**src/twt_regs.svh**
```systemverilog
// Purpose: register offsets, field positions, reset values of the two-wire target
// Assumes: byte addresses on a 12-bit wishbone address
// Notes:   definitions only
`ifndef TWT_REGS_SVH
`define TWT_REGS_SVH

// ----------------------------------------
// offsets
// ----------------------------------------
`define TWT_OFS_ERRSRC   12'h4d0
`define TWT_OFS_MATCH    12'h4d4
`define TWT_OFS_ENABLE   12'h500
`define TWT_OFS_SCLSEL   12'h508
`define TWT_OFS_SDASEL   12'h50c
`define TWT_OFS_RXPTR    12'h534
`define TWT_OFS_RXMAX    12'h538
`define TWT_OFS_RXAMT    12'h53c
`define TWT_OFS_RXLIST   12'h540
`define TWT_OFS_TXPTR    12'h544
`define TWT_OFS_TXMAX    12'h548
`define TWT_OFS_TXAMT    12'h54c
`define TWT_OFS_TXLIST   12'h550
`define TWT_OFS_ADDR0    12'h588
`define TWT_OFS_ADDR1    12'h58c
`define TWT_OFS_CONFIG   12'h594
`define TWT_OFS_ORC      12'h5c0
`define TWT_OFS_EVSTAT   12'h610
`define TWT_OFS_EVMASK   12'h614

// ----------------------------------------
// fields and reset values
// ----------------------------------------
`define TWT_ENABLE_ON    4'h9
`define TWT_PSEL_CONN    31
`define TWT_ERR_OVF      0
`define TWT_ERR_DATA_NACK_ERROR    2
`define TWT_ERR_OVR      3
`define TWT_EV_RXEND     0
`define TWT_EV_TXEND     1
`define TWT_EV_ERR       2
`define TWT_RST_PSEL     32'hffffffff
`define TWT_RST_CONFIG   2'h1
`define TWT_BITS_BYTE    4'h8

`endif

```
**src/twt_pkg.sv**
```systemverilog
// Purpose: types shared by the two-wire target files
// Assumes: nothing
// Notes:   state codes written out
`default_nettype none
package twt_pkg;
	typedef enum logic [2:0] {
		ST_IDLE  = 3'b000,
		ST_ADDR  = 3'b001,
		ST_WDATA = 3'b010,
		ST_RDATA = 3'b011,
		ST_ACK   = 3'b100,
		ST_MACK  = 3'b101
	} twt_state_t;
endpackage : twt_pkg
`default_nettype wire

```
**src/twt_line_if.sv**
```systemverilog
// Purpose: one synchronised bus line with its edges
// Assumes: single clock
// Notes:   src drives, dst reads
`default_nettype none
interface twt_line_if;
	logic lvl;
	logic rise;
	logic fall;
	modport src (output lvl, output rise, output fall);
	modport dst (input lvl, input rise, input fall);
endinterface : twt_line_if
`default_nettype wire

```
**src/twt_sync.sv**
```systemverilog
// Purpose: two-flop synchroniser with edge detection for one bus line
// Assumes: pin is asynchronous to clk
// Notes:   first flop feeds only the second
`default_nettype none
module twt_sync #(
	parameter logic IDLE_LVL = 1'b1
) (
	input  wire logic  clk,
	input  wire logic  reset,
	input  wire logic  pin_i,
	twt_line_if.src    line
);
	logic meta_r;
	logic sync_r;
	logic dly_r;

	always_ff @(posedge clk) begin
		if (reset) begin
			meta_r <= IDLE_LVL;
			sync_r <= IDLE_LVL;
			dly_r  <= IDLE_LVL;
		end else begin
			meta_r <= pin_i;
			sync_r <= meta_r;
			dly_r  <= sync_r;
		end
	end

	assign line.lvl  = sync_r;
	assign line.rise = sync_r & ~dly_r;
	assign line.fall = ~sync_r & dly_r;
endmodule : twt_sync
`default_nettype wire

```
**src/twt_target.sv**
```systemverilog
// Purpose: two-wire bus target with byte DMA and wishbone registers
// Assumes: memory answers well inside half a bus clock period
// Notes:   no clock stretching; bus lines oversampled at clk
//
// The implementer's own choice: the Wishbone interface to the registers.
`include "twt_regs.svh"
`default_nettype none
module twt_target import twt_pkg::*; #(
	parameter int MCW = 13
) (
	input  wire logic         clk,
	input  wire logic         reset,
	input  wire logic         wb_cyc_i,
	input  wire logic         wb_stb_i,
	input  wire logic         wb_we_i,
	input  wire logic [11:0]  wb_adr_i,
	input  wire logic [3:0]   wb_sel_i,
	input  wire logic [31:0]  wb_dat_i,
	output var  logic [31:0]  wb_dat_o,
	output var  logic         wb_ack_o,
	input  wire logic         scl_i,
	input  wire logic         sda_i,
	output var  logic         sda_o,
	output var  logic         sda_oe,
	output var  logic         mem_req,
	output var  logic         mem_we,
	output var  logic [31:0]  mem_addr,
	output var  logic [7:0]   mem_wdata,
	input  wire logic [7:0]   mem_rdata,
	input  wire logic         mem_ack,
	output var  logic         irq
);
	if (MCW < 1 || MCW > 31) begin : g_chk
		$error("twt_target: MCW out of range");
	end

	// ----------------------------------------
	// registers
	// ----------------------------------------
	logic [3:0]     en_r;
	logic           match_r;
	logic [31:0]    scl_sel_r;
	logic [31:0]    sda_sel_r;
	logic [31:0]    rx_ptr_r;
	logic [31:0]    tx_ptr_r;
	logic [MCW-1:0] rx_max_r;
	logic [MCW-1:0] tx_max_r;
	logic [MCW-1:0] rx_amt_r;
	logic [MCW-1:0] tx_amt_r;
	logic           rx_list_r;
	logic           tx_list_r;
	logic [6:0]     adr0_r;
	logic [6:0]     adr1_r;
	logic [1:0]     cfg_r;
	logic [7:0]     orc_r;
	logic [3:0]     err_r;
	logic [2:0]     evt_r;
	logic [2:0]     msk_r;

	twt_state_t     state_r;
	logic [3:0]     bit_r;
	logic [7:0]     sh_r;
	logic [7:0]     tx_r;
	logic           rw_r;
	logic           mack_r;
	logic           drive_r;
	logic           active_r;
	logic [MCW-1:0] rx_cnt_r;
	logic [MCW-1:0] tx_cnt_r;

	// ----------------------------------------
	// line sampling and conditions
	// ----------------------------------------
	twt_line_if scl_s ();
	twt_line_if sda_s ();

	twt_sync #(.IDLE_LVL(1'b1)) u_scl_sync (
		.clk   (clk),
		.reset (reset),
		.pin_i (scl_i),
		.line  (scl_s)
	);

	twt_sync #(.IDLE_LVL(1'b1)) u_sda_sync (
		.clk   (clk),
		.reset (reset),
		.pin_i (sda_i),
		.line  (sda_s)
	);

	logic scl_on, sda_on, scl_l, sda_l, scl_rise, scl_fall, sda_rise, sda_fall;
	logic start_ev, stop_ev, enabled, addr_dec, wr_dec, hit0, hit1, hit;
	logic rx_room, tx_room, fetch, txn_end;
	logic [MCW-1:0] tx_idx;

	// disconnected line reads idle high and is never driven
	assign scl_on   = ~scl_sel_r[`TWT_PSEL_CONN];
	assign sda_on   = ~sda_sel_r[`TWT_PSEL_CONN];
	assign scl_l    = scl_on ? scl_s.lvl : 1'b1;
	assign sda_l    = sda_on ? sda_s.lvl : 1'b1;
	assign scl_rise = scl_on & scl_s.rise;
	assign scl_fall = scl_on & scl_s.fall;
	assign sda_rise = sda_on & sda_s.rise;
	assign sda_fall = sda_on & sda_s.fall;
	assign start_ev = scl_l & sda_fall;
	assign stop_ev  = scl_l & sda_rise;
	assign enabled  = (en_r == `TWT_ENABLE_ON);

	assign addr_dec = (state_r == ST_ADDR) && scl_fall && (bit_r == `TWT_BITS_BYTE);
	assign wr_dec   = (state_r == ST_WDATA) && scl_fall && (bit_r == `TWT_BITS_BYTE);
	assign hit0     = cfg_r[0] && (sh_r[7:1] == adr0_r);
	assign hit1     = cfg_r[1] && (sh_r[7:1] == adr1_r);
	assign hit      = hit0 | hit1;
	assign rx_room  = rx_cnt_r < rx_max_r;
	assign tx_idx   = addr_dec ? '0 : tx_cnt_r;
	assign tx_room  = tx_idx < tx_max_r;
	assign fetch    = (addr_dec && hit && sh_r[0]) || ((state_r == ST_MACK) && scl_rise && !sda_l);
	assign txn_end  = active_r && (start_ev || stop_ev || !enabled);

	// ----------------------------------------
	// wishbone slave
	// ----------------------------------------
	logic        wb_req, wb_wr;
	logic [31:0] rd_val, wval, wclr;

	function automatic logic [31:0] twt_merge(input logic [31:0] old, input logic [31:0] dat,
		input logic [3:0] sel);
		logic [31:0] res;
		res = old;
		for (int i = 0; i < 4; i++) begin
			if (sel[i]) begin
				res[8*i +: 8] = dat[8*i +: 8];
			end
		end
		return res;
	endfunction : twt_merge

	assign wb_req = wb_cyc_i & wb_stb_i & ~wb_ack_o;
	assign wb_wr  = wb_req & wb_we_i;

	always_comb begin
		case (wb_adr_i)
			`TWT_OFS_ERRSRC: rd_val = {28'h0, err_r};
			`TWT_OFS_MATCH:  rd_val = {31'h0, match_r};
			`TWT_OFS_ENABLE: rd_val = {28'h0, en_r};
			`TWT_OFS_SCLSEL: rd_val = scl_sel_r;
			`TWT_OFS_SDASEL: rd_val = sda_sel_r;
			`TWT_OFS_RXPTR:  rd_val = rx_ptr_r;
			`TWT_OFS_RXMAX:  rd_val = 32'(rx_max_r);
			`TWT_OFS_RXAMT:  rd_val = 32'(rx_amt_r);
			`TWT_OFS_RXLIST: rd_val = {31'h0, rx_list_r};
			`TWT_OFS_TXPTR:  rd_val = tx_ptr_r;
			`TWT_OFS_TXMAX:  rd_val = 32'(tx_max_r);
			`TWT_OFS_TXAMT:  rd_val = 32'(tx_amt_r);
			`TWT_OFS_TXLIST: rd_val = {31'h0, tx_list_r};
			`TWT_OFS_ADDR0:  rd_val = {25'h0, adr0_r};
			`TWT_OFS_ADDR1:  rd_val = {25'h0, adr1_r};
			`TWT_OFS_CONFIG: rd_val = {30'h0, cfg_r};
			`TWT_OFS_ORC:    rd_val = {24'h0, orc_r};
			`TWT_OFS_EVSTAT: rd_val = {29'h0, evt_r};
			`TWT_OFS_EVMASK: rd_val = {29'h0, msk_r};
			default:         rd_val = 32'h0;
		endcase
	end

	assign wval = twt_merge(rd_val, wb_dat_i, wb_sel_i);
	assign wclr = twt_merge(32'h0, wb_dat_i, wb_sel_i);

	// one wait state, then ack for exactly one cycle
	always_ff @(posedge clk) begin
		if (reset) begin
			wb_ack_o <= 1'b0;
			wb_dat_o <= 32'h0;
		end else begin
			wb_ack_o <= wb_req;
			wb_dat_o <= (wb_req && !wb_we_i) ? rd_val : 32'h0;
		end
	end

	// ----------------------------------------
	// configuration written by software
	// ----------------------------------------
	always_ff @(posedge clk) begin
		if (reset) begin
			en_r      <= 4'h0;
			scl_sel_r <= `TWT_RST_PSEL;
			sda_sel_r <= `TWT_RST_PSEL;
			rx_max_r  <= '0;
			tx_max_r  <= '0;
			rx_list_r <= 1'b0;
			tx_list_r <= 1'b0;
			adr0_r    <= 7'h0;
			adr1_r    <= 7'h0;
			cfg_r     <= `TWT_RST_CONFIG;
			orc_r     <= 8'h0;
			msk_r     <= 3'h0;
		end else if (wb_wr) begin
			case (wb_adr_i)
				`TWT_OFS_ENABLE: en_r      <= wval[3:0];
				`TWT_OFS_SCLSEL: scl_sel_r <= wval;
				`TWT_OFS_SDASEL: sda_sel_r <= wval;
				`TWT_OFS_RXMAX:  rx_max_r  <= wval[MCW-1:0];
				`TWT_OFS_TXMAX:  tx_max_r  <= wval[MCW-1:0];
				`TWT_OFS_RXLIST: rx_list_r <= wval[0];
				`TWT_OFS_TXLIST: tx_list_r <= wval[0];
				`TWT_OFS_ADDR0:  adr0_r    <= wval[6:0];
				`TWT_OFS_ADDR1:  adr1_r    <= wval[6:0];
				`TWT_OFS_CONFIG: cfg_r     <= wval[1:0];
				`TWT_OFS_ORC:    orc_r     <= wval[7:0];
				`TWT_OFS_EVMASK: msk_r     <= wval[2:0];
				default: ;
			endcase
		end
	end

	// ----------------------------------------
	// buffer pointers, list advance
	// ----------------------------------------
	always_ff @(posedge clk) begin
		if (reset) begin
			rx_ptr_r <= 32'h0;
			tx_ptr_r <= 32'h0;
		end else if (txn_end && !rw_r && rx_list_r) begin
			rx_ptr_r <= rx_ptr_r + 32'(rx_max_r);
		end else if (txn_end && rw_r && tx_list_r) begin
			tx_ptr_r <= tx_ptr_r + 32'(tx_max_r);
		end else if (wb_wr && wb_adr_i == `TWT_OFS_RXPTR) begin
			rx_ptr_r <= wval;
		end else if (wb_wr && wb_adr_i == `TWT_OFS_TXPTR) begin
			tx_ptr_r <= wval;
		end
	end

	// ----------------------------------------
	// error and event flags, set beats clear
	// ----------------------------------------
	logic [3:0] err_set;
	logic [2:0] evt_set;
	assign err_set = {fetch && !tx_room, wr_dec && !rx_room, 1'b0, wr_dec && !rx_room};
	assign evt_set = {|err_set, txn_end && rw_r, txn_end && !rw_r};

	always_ff @(posedge clk) begin
		if (reset) begin
			err_r <= 4'h0;
			evt_r <= 3'h0;
		end else begin
			err_r <= (err_r & ~((wb_wr && wb_adr_i == `TWT_OFS_ERRSRC) ? wclr[3:0] : 4'h0)) | err_set;
			evt_r <= (evt_r & ~((wb_wr && wb_adr_i == `TWT_OFS_EVSTAT) ? wclr[2:0] : 3'h0)) | evt_set;
		end
	end

	always_ff @(posedge clk) begin
		if (reset) begin
			irq <= 1'b0;
		end else begin
			irq <= |(evt_r & msk_r);
		end
	end

	// ----------------------------------------
	// bus protocol engine
	// ----------------------------------------
	always_ff @(posedge clk) begin
		if (reset) begin
			state_r  <= ST_IDLE;
			bit_r    <= 4'h0;
			sh_r     <= 8'h0;
			rw_r     <= 1'b0;
			mack_r   <= 1'b0;
			drive_r  <= 1'b0;
			active_r <= 1'b0;
			match_r  <= 1'b0;
		end else if (!enabled) begin
			state_r  <= ST_IDLE;
			drive_r  <= 1'b0;
			active_r <= 1'b0;
		end else if (start_ev) begin
			state_r  <= ST_ADDR;
			bit_r    <= 4'h0;
			drive_r  <= 1'b0;
			active_r <= 1'b0;
		end else if (stop_ev) begin
			state_r  <= ST_IDLE;
			drive_r  <= 1'b0;
			active_r <= 1'b0;
		end else begin
			case (state_r)
				ST_ADDR, ST_WDATA: begin
					if (scl_rise) begin
						sh_r  <= {sh_r[6:0], sda_l};
						bit_r <= bit_r + 4'h1;
					end else if (addr_dec) begin
						if (hit) begin
							match_r  <= hit1 && !hit0;
							rw_r     <= sh_r[0];
							active_r <= 1'b1;
							drive_r  <= 1'b1;
							state_r  <= ST_ACK;
						end else begin
							state_r  <= ST_IDLE;
						end
					end else if (wr_dec) begin
						drive_r <= rx_room;
						state_r <= ST_ACK;
					end
				end
				ST_ACK: begin
					if (scl_fall) begin
						bit_r   <= 4'h0;
						drive_r <= rw_r ? !tx_r[7] : 1'b0;
						state_r <= rw_r ? ST_RDATA : ST_WDATA;
					end
				end
				ST_RDATA: begin
					if (scl_fall) begin
						if (bit_r == 4'h7) begin
							drive_r <= 1'b0;
							state_r <= ST_MACK;
						end else begin
							drive_r <= !tx_r[3'h6 - bit_r[2:0]];
							bit_r   <= bit_r + 4'h1;
						end
					end
				end
				ST_MACK: begin
					if (scl_rise) begin
						mack_r <= !sda_l;
					end else if (scl_fall) begin
						bit_r   <= 4'h0;
						drive_r <= mack_r && !tx_r[7];
						state_r <= mack_r ? ST_RDATA : ST_IDLE;
					end
				end
				default: state_r <= ST_IDLE;
			endcase
		end
	end

	// open drain: only ever pull low
	always_ff @(posedge clk) begin
		if (reset) begin
			sda_oe <= 1'b0;
			sda_o  <= 1'b0;
		end else begin
			sda_oe <= drive_r && sda_on && enabled;
			sda_o  <= 1'b0;
		end
	end

	// ----------------------------------------
	// byte counters and amounts
	// ----------------------------------------
	always_ff @(posedge clk) begin
		if (reset) begin
			rx_cnt_r <= '0;
			tx_cnt_r <= '0;
			rx_amt_r <= '0;
			tx_amt_r <= '0;
		end else begin
			if (addr_dec && hit) begin
				rx_cnt_r <= '0;
				tx_cnt_r <= (sh_r[0] && tx_room) ? MCW'(1) : '0;
			end else begin
				if (wr_dec && rx_room) rx_cnt_r <= rx_cnt_r + MCW'(1);
				if (fetch && tx_room)  tx_cnt_r <= tx_cnt_r + MCW'(1);
			end
			if (txn_end && !rw_r) rx_amt_r <= rx_cnt_r;
			if (txn_end && rw_r)  tx_amt_r <= tx_cnt_r;
		end
	end

	// ----------------------------------------
	// dma port
	// ----------------------------------------
	// pointers are trusted as given; no range check here
	always_ff @(posedge clk) begin
		if (reset) begin
			mem_req   <= 1'b0;
			mem_we    <= 1'b0;
			mem_addr  <= 32'h0;
			mem_wdata <= 8'h0;
			tx_r      <= 8'h0;
		end else begin
			if (mem_req && mem_ack) begin
				mem_req <= 1'b0;
				if (!mem_we) tx_r <= mem_rdata;
			end else if (wr_dec && rx_room) begin
				mem_req   <= 1'b1;
				mem_we    <= 1'b1;
				mem_addr  <= rx_ptr_r + 32'(rx_cnt_r);
				mem_wdata <= sh_r;
			end else if (fetch && tx_room) begin
				mem_req   <= 1'b1;
				mem_we    <= 1'b0;
				mem_addr  <= tx_ptr_r + 32'(tx_idx);
			end
			if (fetch && !tx_room) tx_r <= orc_r;
		end
	end
endmodule : twt_target
`default_nettype wire

```
**config.mk**
```make
export PLATFORM = sky130hd
export DESIGN_NAME = twt_target
export DESIGN_NICKNAME = d
export VERILOG_FILES = /design/src/twt_pkg.sv /design/src/twt_line_if.sv /design/src/twt_sync.sv /design/src/twt_target.sv
export VERILOG_INCLUDE_DIRS = /design/src
export SDC_FILE = /design/constraint.sdc
export NUM_CORES = 1
export LEC_CHECK = 0
export BUFFER_PORTS_ARGS = -buffer_cell sky130_fd_sc_hd__buf_2
export CORE_MARGIN = 8
export CORE_UTILIZATION = 30
export CTS_CLUSTER_SIZE = 8
export DETAILED_ROUTE_END_ITERATION = 8
export PLACE_DENSITY_LB_ADDON = 0.1
export REMOVE_ABC_BUFFERS = 1
export SLEW_MARGIN = 20
export SYNTH_ARGS = -nofsm -noshare
export SYNTH_HDL_FRONTEND = slang
export SYNTH_HIERARCHICAL = 1
export SYNTH_SLANG_ARGS = --single-unit
```
**constraint.sdc**
```tcl
create_clock -name clk -period 5.79 [get_ports clk]
set_input_delay 0.579 -clock clk [delete_from_list [all_inputs] [get_ports clk]]
set_output_delay 0.579 -clock clk [all_outputs]
set_load 0.05 [all_outputs]
```
# ---- Yosys cells after proc, flatten, opt, wreduce, memory -nomap -nowiden
# Cells that the tools add are included.
dict set report word_totals {
  regBits 357
  in_bits 64
  out_inout_bits 78
  elab_cells 288
}
dict set report op_classes {
  add_sub_neg 8
  order_cmp 3
  n_eq_ne 52
  muxes 64
  n_bitwise 35
  n_reduce_logical 82
}
# cell n
set op_table {}
lappend op_table {{case mux 32 bit (19 select lines)} 1}
lappend op_table {{2-to-1 mux 32 bit} 8}
lappend op_table {{equality test 12 x 11 -> 1 bit (second input constant)} 19}
lappend op_table {{adder 32 x 13 -> 32 bit} 4}
lappend op_table {{2-to-1 mux 8 bit} 7}
lappend op_table {{2-to-1 mux 13 bit} 3}
lappend op_table {{2-to-1 mux 4 bit} 9}
lappend op_table {{AND reduction 2 bit} 16}
lappend op_table {{logical AND 1 bit} 30}
lappend op_table {{2-to-1 mux 3 bit} 10}
lappend op_table {{AND reduction 7 bit} 4}
lappend op_table {{adder 13 x 1 -> 13 bit (second input constant)} 2}
lappend op_table {{< comparator 13 bit} 2}
lappend op_table {{inequality test 4 bit (second input constant)} 6}
lappend op_table {{2-to-1 mux 1 bit} 21}
lappend op_table {{inequality test 2 bit (second input constant)} 9}
lappend op_table {{inequality test 3 bit (second input constant)} 6}
lappend op_table {{case mux 4 bit (4 select lines)} 1}
lappend op_table {{equality test 7 bit} 2}
lappend op_table {{inverter 1 bit} 14}
lappend op_table {{bitwise AND 1 bit} 13}
lappend op_table {{case mux 3 bit (4 select lines)} 1}
lappend op_table {{OR reduction 2 bit} 6}
lappend op_table {{AND reduction 5 bit} 2}
lappend op_table {{other kinds (30)} 48}

# ---- Longest topological paths before layout
# Gate-level depths: netlist (run 1).
dict set report logic_depth {
  word_depth 11
  mapped_depth 18
  depth_no_buf 15
}

# ---- Cells and area by module
# The synthesis (run 1) kept the hierarchy.
# mod instances cells_each area_each_um2 seq_area_each_um2
set by_module_without_submodules {}
lappend by_module_without_submodules {twt_target 1 2629 20578.5 7026.7}
lappend by_module_without_submodules {twt_sync 2 8 92.6 60.1}

# ---- Worst setup path after synthesis (run 1)
# Ideal clock, no wire load.
dict set report synth_path {
  path_type {register to register}
  startpoint {register bit_r[0]}
  endpoint {register tx_cnt_r[10]}
  setup_time_ns 0.121
  t_arrival_ns 3.684
  required_time_ns 5.669
  path_slack_ns 1.985
  path_stages_with_launch 16
  n_path_buf 2
  synth_period_minus_slack_ns 3.805
  path_cell_list {dfxtp_1 > inv_1 > ha_1 > and4bb_1 > buf_4 > nand2_4 > clkbuf_1 > and2_1 > ha_1 > nor2b_1 > a311oi_2 > nor2_1 > o41ai_4 > nand4_2 > nor4_1 > mux2_2}
}
dict set report synth_between {
  elab_chain_len 7
  word_cells_on_any_way 10
  classes_between {order compare (1); eq/ne (1); mux (2); reduce/logical (6)}
}
# element line_no
set synth_lines {}
lappend synth_lines {{from (decl)} twt_target.sv:61} ;# logic [3:0] bit_r;
lappend synth_lines {{from (signal assigned)} twt_target.sv:291} ;# bit_r <= bit_r + 4'h1;
lappend synth_lines {{from (signal assigned)} twt_target.sv:321} ;# bit_r <= bit_r + 4'h1;
lappend synth_lines {{equality test 4 bit (no source line) (*)} --}
lappend synth_lines {{logical AND 1 bit (*)} twt_target.sv:109} ;# assign addr_dec = (state_r == ST_ADDR) && scl_fall && (bit_r == `TWT_BITS_BYTE);
lappend synth_lines {{parallel branches: the longest is 5 deep, another holds < comparator 13 bit} --}
lappend synth_lines {{to (signal assigned)} twt_target.sv:362} ;# tx_cnt_r <= (sh_r[0] && tx_room) ? MCW'(1) : '0;
lappend synth_lines {{to (signal assigned)} twt_target.sv:365} ;# if (fetch && tx_room) tx_cnt_r <= tx_cnt_r + MCW'(1);
lappend synth_lines {{to (decl)} twt_target.sv:69} ;# logic [MCW-1:0] tx_cnt_r;
# Every way passes the cells marked *.
# A chain may end at the register's enable or synchronous reset.

# ---- Worst setup path in the final report (run 1)
dict set report layout_path {
  startpoint {register state_r[0]}
  endpoint {register mem_addr[13]}
}
dict set report layout_between {
  elab_chain_len 9
  word_cells_on_any_way 21
  classes_between {add/sub (1); order compare (1); eq/ne (3); mux (3); reduce/logical (13)}
}
# element line_no
set layout_lines {}
lappend layout_lines {{from (decl)} twt_target.sv:60} ;# twt_state_t state_r;
lappend layout_lines {{from (signal assigned)} twt_target.sv:311} ;# state_r <= rw_r ? ST_RDATA : ST_WDATA;
lappend layout_lines {{from (signal assigned)} twt_target.sv:331} ;# state_r <= mack_r ? ST_RDATA : ST_IDLE;
lappend layout_lines {{parallel branches: the longest is 9 deep, another holds adder 32 x 13 -> 32 bit} --}
lappend layout_lines {{to (signal assigned)} twt_target.sv:390} ;# mem_addr <= rx_ptr_r + 32'(rx_cnt_r);
lappend layout_lines {{to (signal assigned)} twt_target.sv:395} ;# mem_addr <= tx_ptr_r + 32'(tx_idx);
lappend layout_lines {{to (decl)} twt_target.sv:27} ;# output var logic [31:0] mem_addr,
# Parallel ways; which one is timed is not known. The select of a mux whose other input is x is not followed.

==> results of run 1 <==
through the flow:
step / hold slack, ns / area [um2] / setup WS, ns / power (mW)
floorplan: 0.3832 / 20050 / 0.1265 / 2.589
global placement: 0.3885 / 22380 / 1.329 / 2.721
detailed placement: 0.3993 / 22400 / 1.282 / 2.721
CTS: 0.1306 / 23850 / 1.244 / 5.614
global route: 0.1407 / 23860 / 0.9316 / 5.712
finish: 0.1626 / 23860 / 1.229 / 5.528
Yosys cell counts (all sizes together) (53+ instances only):
cell type,instances,area share [%]
a211oi,54,2.0
a21oi,188,4.5
clkbuf,129,2.3
dfxtp,357,34
ha,71,4.3
inv,82,1.5
mux2i,92,4.4
nand2,365,6.7
nand3,116,2.8
nor2,275,5.0
o21ai,116,2.8
xnor2,53,2.2
cell families after synthesis:
| kind of cell | count (synthesis) | share of synthesized area (%) |
|---|---|---|
| buffers and inverters | 261 | 4.977 |
| xor gates and xnor gates | 88 | 3.712 |
| AOI/OAI and AO/OA | 702 | 22.90 |
| DFF | 357 | 34.42 |
| other | 1 | 0.01806 |
| muxes | 108 | 5.411 |
| and+or+nand+nor | 1052 | 23.85 |
| adders and majority gates | 76 | 4.712 |
worst paths after layout:
| kind | startpoint | endpoint | slack, ns |
|---|---|---|---|
| setup / recovery | state_r[0]$_SDFFE_PP0P_ | mem_addr[13]$_SDFFE_PP0P_ | 1.23 |
| hold / removal | sda_i | u_sda_sync/meta_r$_SDFF_PP1_ | 0.16 |
| setup reg to reg | state_r[0]$_SDFFE_PP0P_ | mem_addr[13]$_SDFFE_PP0P_ | 1.23 |
| hold reg to reg | u_sda_sync/meta_r$_SDFF_PP1_ | u_sda_sync/line.lvl$_SDFF_PP1_ | 0.41 |
power by group:
part	internal (mW)	switching (mW)	leakage [nW]
combinational	0.0507	0.158	5.83
sequential	2.46	0.00115	2.88
clock	1.68	1.18	0.709
per-layer routing:
metal | global-route usage [%] | share of wire (%) | vias up
met3 | 3.072 | 5.0 | 164
met2 | 41.89 | 49 | 753
met4 | 7.955 | 3.5 | 2
li1 | - | - | 9768
met1 | 29.83 | 42 | 10180
met5 | 0 | 0.012 | -
flip-flops by register name, indices dropped and copies added, names as in the netlist, 3 cells and up:
signal and flops:
mem_wdata 8, mem_addr 32, rx_amt_r 13, orc_r 8
adr1_r 7, en_r 4, tx_r 8, tx_ptr_r 32
tx_amt_r 13, state_r 3, bit_r 4, rx_max_r 13
wb_dat_o 32, sda_sel_r 32, rx_ptr_r 32, tx_max_r 13
evt_r 3, sh_r 8, msk_r 3, err_r 4
rx_cnt_r 13, adr0_r 7, tx_cnt_r 13, scl_sel_r 32
cell type report:
type                    count  area, um2
clock inverters             3      47.55
multi-input cells        2027      12660
inverters                  84      316.6
clock buffers              63       1404
fillers                  7302      44730
flip-flops and latches    357       7147
well taps                 931       1165
repair buffers            191       1115
==> impl_metrics.yaml, run 1 <==
outcome:
  status: "finished, final reports clean"
yosys:
  synth-seq-cells: 357
  yosysWarnings: 6
  yosys.cell_types.count: 88
  async_flop_share_pct: 0
  syn_avg_cell_area_um2: 7.850
  seq_area_frac_synth_pct: 34.42
  synth_flop_cell: "dfxtp_1"
  postSynthCellCount: 2645
  synth_area_um2: 20760
  synth-edff-count: 0
final_layout:
  final_cell_mix: "363 x nand2_1, 357 x dfxtp_1, 275 x nor2_1"
  n_antenna_cell: 0
  layout-drive-gt1-share_pct: 11.41
  layout_commonest_cell: "nand2_1"
  area_delta_synth_final_pct: 14.89
  fin_nets: 2852
  fin_cells: 3656
  final_util_pct: 34.78
setup_path:
  critPathMaxFanout: 16
  cp.required_ns: 6.32
  critPathKind: "register to register"
  r2r_cells: 12
  path_buf_inv: 1
  cpLargestDelayFamily: "simple AND/OR/NAND/NOR gates"
  slowest_delay_ns: 0.73
  start_kind: "register"
  path_cells: "and4bb_1, nand2_4, and2_1, ha_1, nor2b_1, a311oi_2, nor2_1, o41ai_4, a31oi_2, buf_4, nor3_1, a221o_1"
  critPathSlowestCell: "o41ai_4"
  cp.arrival_ns: 5.10
  cp-end-kind: "register"
  cp.depth: 12
clock_network:
  cts_htree_levels: 2
  clock_sinks: 357
  clkTransAtPathRegs_ns: 0.05
  root_buffer: "clkbuf_16"
  cts_tree: "yes"
  post_cts_buffers: 0
  cts_buffer_depth: 3
  ctsResizeCount: 0
  cts_buffers: 52
  clkLatencyLatePin_ns: 0.62
  hold_buffers: 0
drt:
  post_drt_via_cell_ratio: 5.708
  dr_total_vias: 20870
  dr.pass1.iters: 6
  first_iter_violations: 1891
  wire_per_inst_um: 26.27
  drt_drc_violations_left: 0
  ant_nets: 0
  wl_um: 96030
global_routing:
  grt_pass1_wl_um: 141200
  grt_usage_pct: 23.83
  antenna_found_initial: 2
  globalRouteOverflowTotal: 0
  grt_max_degree: 90
  grt_pass1_vias: 20340
sta:
  fin_worst_skew_ns: 0.03081
  timing.fmax_ghz: 0.2193
  hold_viol_final: 0
  post-route-min-period_ns: 4.561
  setup_violations: 0
  slew_violations: 0
  slew_headroom_pct: 24.91
  period_share_pct: 78.77
  rsz0062_at_grt: "no"
  tns_ns: 0
  worstMarginPinSlew_ns: 1.105
power_and_ir_drop:
  power.leakage_nw: 9.414
  p_per_area_nw_per_um2: 231.7
  max-vdd-ir-drop_uv: 216.8
floorplan:
  dieArea_um2: 77890
  die_w_um: 279.1
  core-area_um2: 68590
  rows: 96
  io_pins: 142
  die_h_um: 279.1
  start_util_pct: 30.27
placement:
  portBuffers: 140
  placedCellCount: 3590
  gp_congestion: 0.9401
  hpwl_um: 71660
min_path:
  holdPathStages: 2
  min_path_type: "input pin to register"
run:
  maxCapViolCount: 0
Power figures use the tool's default switching activity.
==> run 2, diff against run 1 <==
clock period = 3.75 ns   (was 5.79 ns; I/O delays follow)
==> impl_metrics.yaml, run 2 (synthesis gave the netlist of run 1 again) <==
outcome:
  status: "finished, final reports clean"
global_routing:
  globalRouteOverflowTotal: 0
  busiest_layer: "met2"
  grt_use_met3_pct: 3.005
  grt_pass1_vias: 20620
  grt_max_degree: 98
  grt_usage_pct: 23.95
  globalRouteMet2Util_pct: 40.71
  grtUsageMet1_pct: 30.66
  antenna_found_initial: 1
  grt_pass1_wl_um: 141700
clock_network:
  cts_tree: "yes"
  clkLatencyLatePin_ns: 0.60
  cts_htree_levels: 2
  cts_buffer_depth: 3
  root_buffer: "clkbuf_16"
  clock_sinks: 357
  clkTransAtPathRegs_ns: 0.06
  cts_buffers: 51
floorplan:
  dieArea_um2: 77890
  io_pins: 142
  rows: 96
  core-area_um2: 68590
  die_w_um: 279.1
  die_h_um: 279.1
  start_util_pct: 30.27
sta:
  timing.fmax_ghz: 0.2789
  period_share_pct: 95.60
  worstMarginPinSlew_ns: 1.113
  fin_worst_hold_slack_ns: 0.09870
  setup_violations: 0
  slew_violations: 0
  hold_viol_final: 0
  slew_headroom_pct: 25.25
  fin_worst_skew_ns: 0.01841
  post-route-min-period_ns: 3.585
final_layout:
  final_cell_mix: "363 x nand2_1, 356 x dfxtp_1, 275 x nor2_1"
  layout_commonest_cell: "nand2_1"
  fin_nets: 2986
  fin_cells: 3786
  layout-drive-gt1-share_pct: 15.76
  fillers: 7191
  n_antenna_cell: 0
  area_delta_synth_final_pct: 20.48
setup_path:
  cp.arrival_ns: 4.13
  cp-end-kind: "register"
  critPathMaxFanout: 7
  r2r_cells: 16
  critPathKind: "register to register"
  reg2reg_to: "mem_addr[24]$_SDFFE_PP0P_"
  r2r-start: "bit_r[1]$_SDFFE_PP0P_"
  cp.required_ns: 4.29
  start_kind: "register"
  rrSetupSlack_ns: 0.16
drt:
  post_drt_via_cell_ratio: 5.662
  drt_drc_violations_left: 0
  wl_um: 97320
  dr.pass1.iters: 5
  wire_per_inst_um: 25.70
  dr_total_vias: 21440
  first_iter_violations: 1771
  ant_nets: 0
placement:
  hpwl_um: 74340
  placedCellCount: 3714
  gp_congestion: 0.9490
  portBuffers: 140
run:
  maxCapViolCount: 0
min_path:
  min_path_type: "input pin to register"
  holdPathStages: 3
  whs_endpoint: "wb_ack_o$_SDFF_PP0_"
  min_from: "wb_stb_i"
power_and_ir_drop:
  p_per_area_nw_per_um2: 338.2
  max-vdd-ir-drop_uv: 273.1
  finalPower_mw: 8.459
  power.leakage_nw: 10.12
[run 2: cell types whose count changed in the layout (fill, tap and decap cells not counted), sizes merged]
cell and change:
clkbuf -5, inv +1, dlygate4sd3 +2, buf +133, clkinvlp -1
[run 2: per-stage QoR]
stage	util (%)	cell area [um2]	setup slack (ns)	TNS (ns)
finish	36.47	25020	0.1649	0
global route	36.47	25020	-0.02389	-0.04103
CTS	36.20	24830	0.02731	0
detailed placement	34.12	23400	-0.04994	-0.04994
global placement	34.12	23400	0.03908	0
floorplan	-	20050	-1.709	-171.99
[run 2: worst max-delay path by stage]
stage / start / to / slack (ns)
after CTS: bit_r[0]$_SDFFE_PP0P_ / mem_addr[31]$_SDFFE_PP0P_ / 0.03
after detailed placement: bit_r[0]$_SDFFE_PP0P_ / mem_addr[24]$_SDFFE_PP0P_ / -0.05
after global placement: bit_r[0]$_SDFFE_PP0P_ / mem_addr[24]$_SDFFE_PP0P_ / 0.04
after global routing: u_scl_sync/line.lvl$_SDFF_PP1_ / tx_cnt_r[6]$_SDFFE_PP0P_ / -0.02
final: bit_r[1]$_SDFFE_PP0P_ / mem_addr[24]$_SDFFE_PP0P_ / 0.16
after floorplan: wb_adr_i[11] / sda_sel_r[10]$_SDFFE_PP1P_ / -1.71
[run 2: where the power goes]
| group | leakage (nW) | switching, mW | internal [mW] |
|---|---|---|---|
| Clock | 0.685 | 1.83 | 2.49 |
| Sequential | 2.88 | 0.00145 | 3.80 |
| Combinational | 6.56 | 0.240 | 0.0945 |
| Total | 10.1 | 2.07 | 6.39 |
[run 2: layer usage]
layer | share of wire [%] | wire length [um]
met1 | 43 | 42020
met2 | 48 | 46460
met3 | 4.9 | 4749
met4 | 4.2 | 4086
met5 | 0 | 0
[run 2: what timing repair did]
action                                 CTS  global route
buffers inserted                         0             8
hold buffers                             2             0
endpoints found under the hold margin    2             0
gates cloned                             0             1
gates resized for setup                  3            30
setup endpoints to repair                4            31
pin swaps                                0            11
[run 2: layout make-up]
type | count | area, um2 | area share (%)
clock buffer | 58 | 1343 | 5.367
clock inverter | 3 | 48.80 | 0.1951
inverter | 84 | 316.6 | 1.265
multi-input combinational | 2027 | 12750 | 50.97
sequential | 357 | 7148 | 28.58
tap | 931 | 1165 | 4.657
timing repair buffer | 326 | 2245 | 8.973
[run 2: critical path, stage by stage (launching register included)]
cell and delay, ns:
dfxtp_1 0.32, inv_2 0.07, ha_4 0.13, and4bb_2 0.31, nand2_4 0.10, buf_6 0.14
and2_4 0.15, ha_4 0.17, fa_2 0.40, buf_4 0.17, a221oi_4 0.30, a21oi_4 0.11
a311oi_4 0.42, buf_6 0.20, o21ai_1 0.09, a311oi_2 0.28, a32o_1 0.18
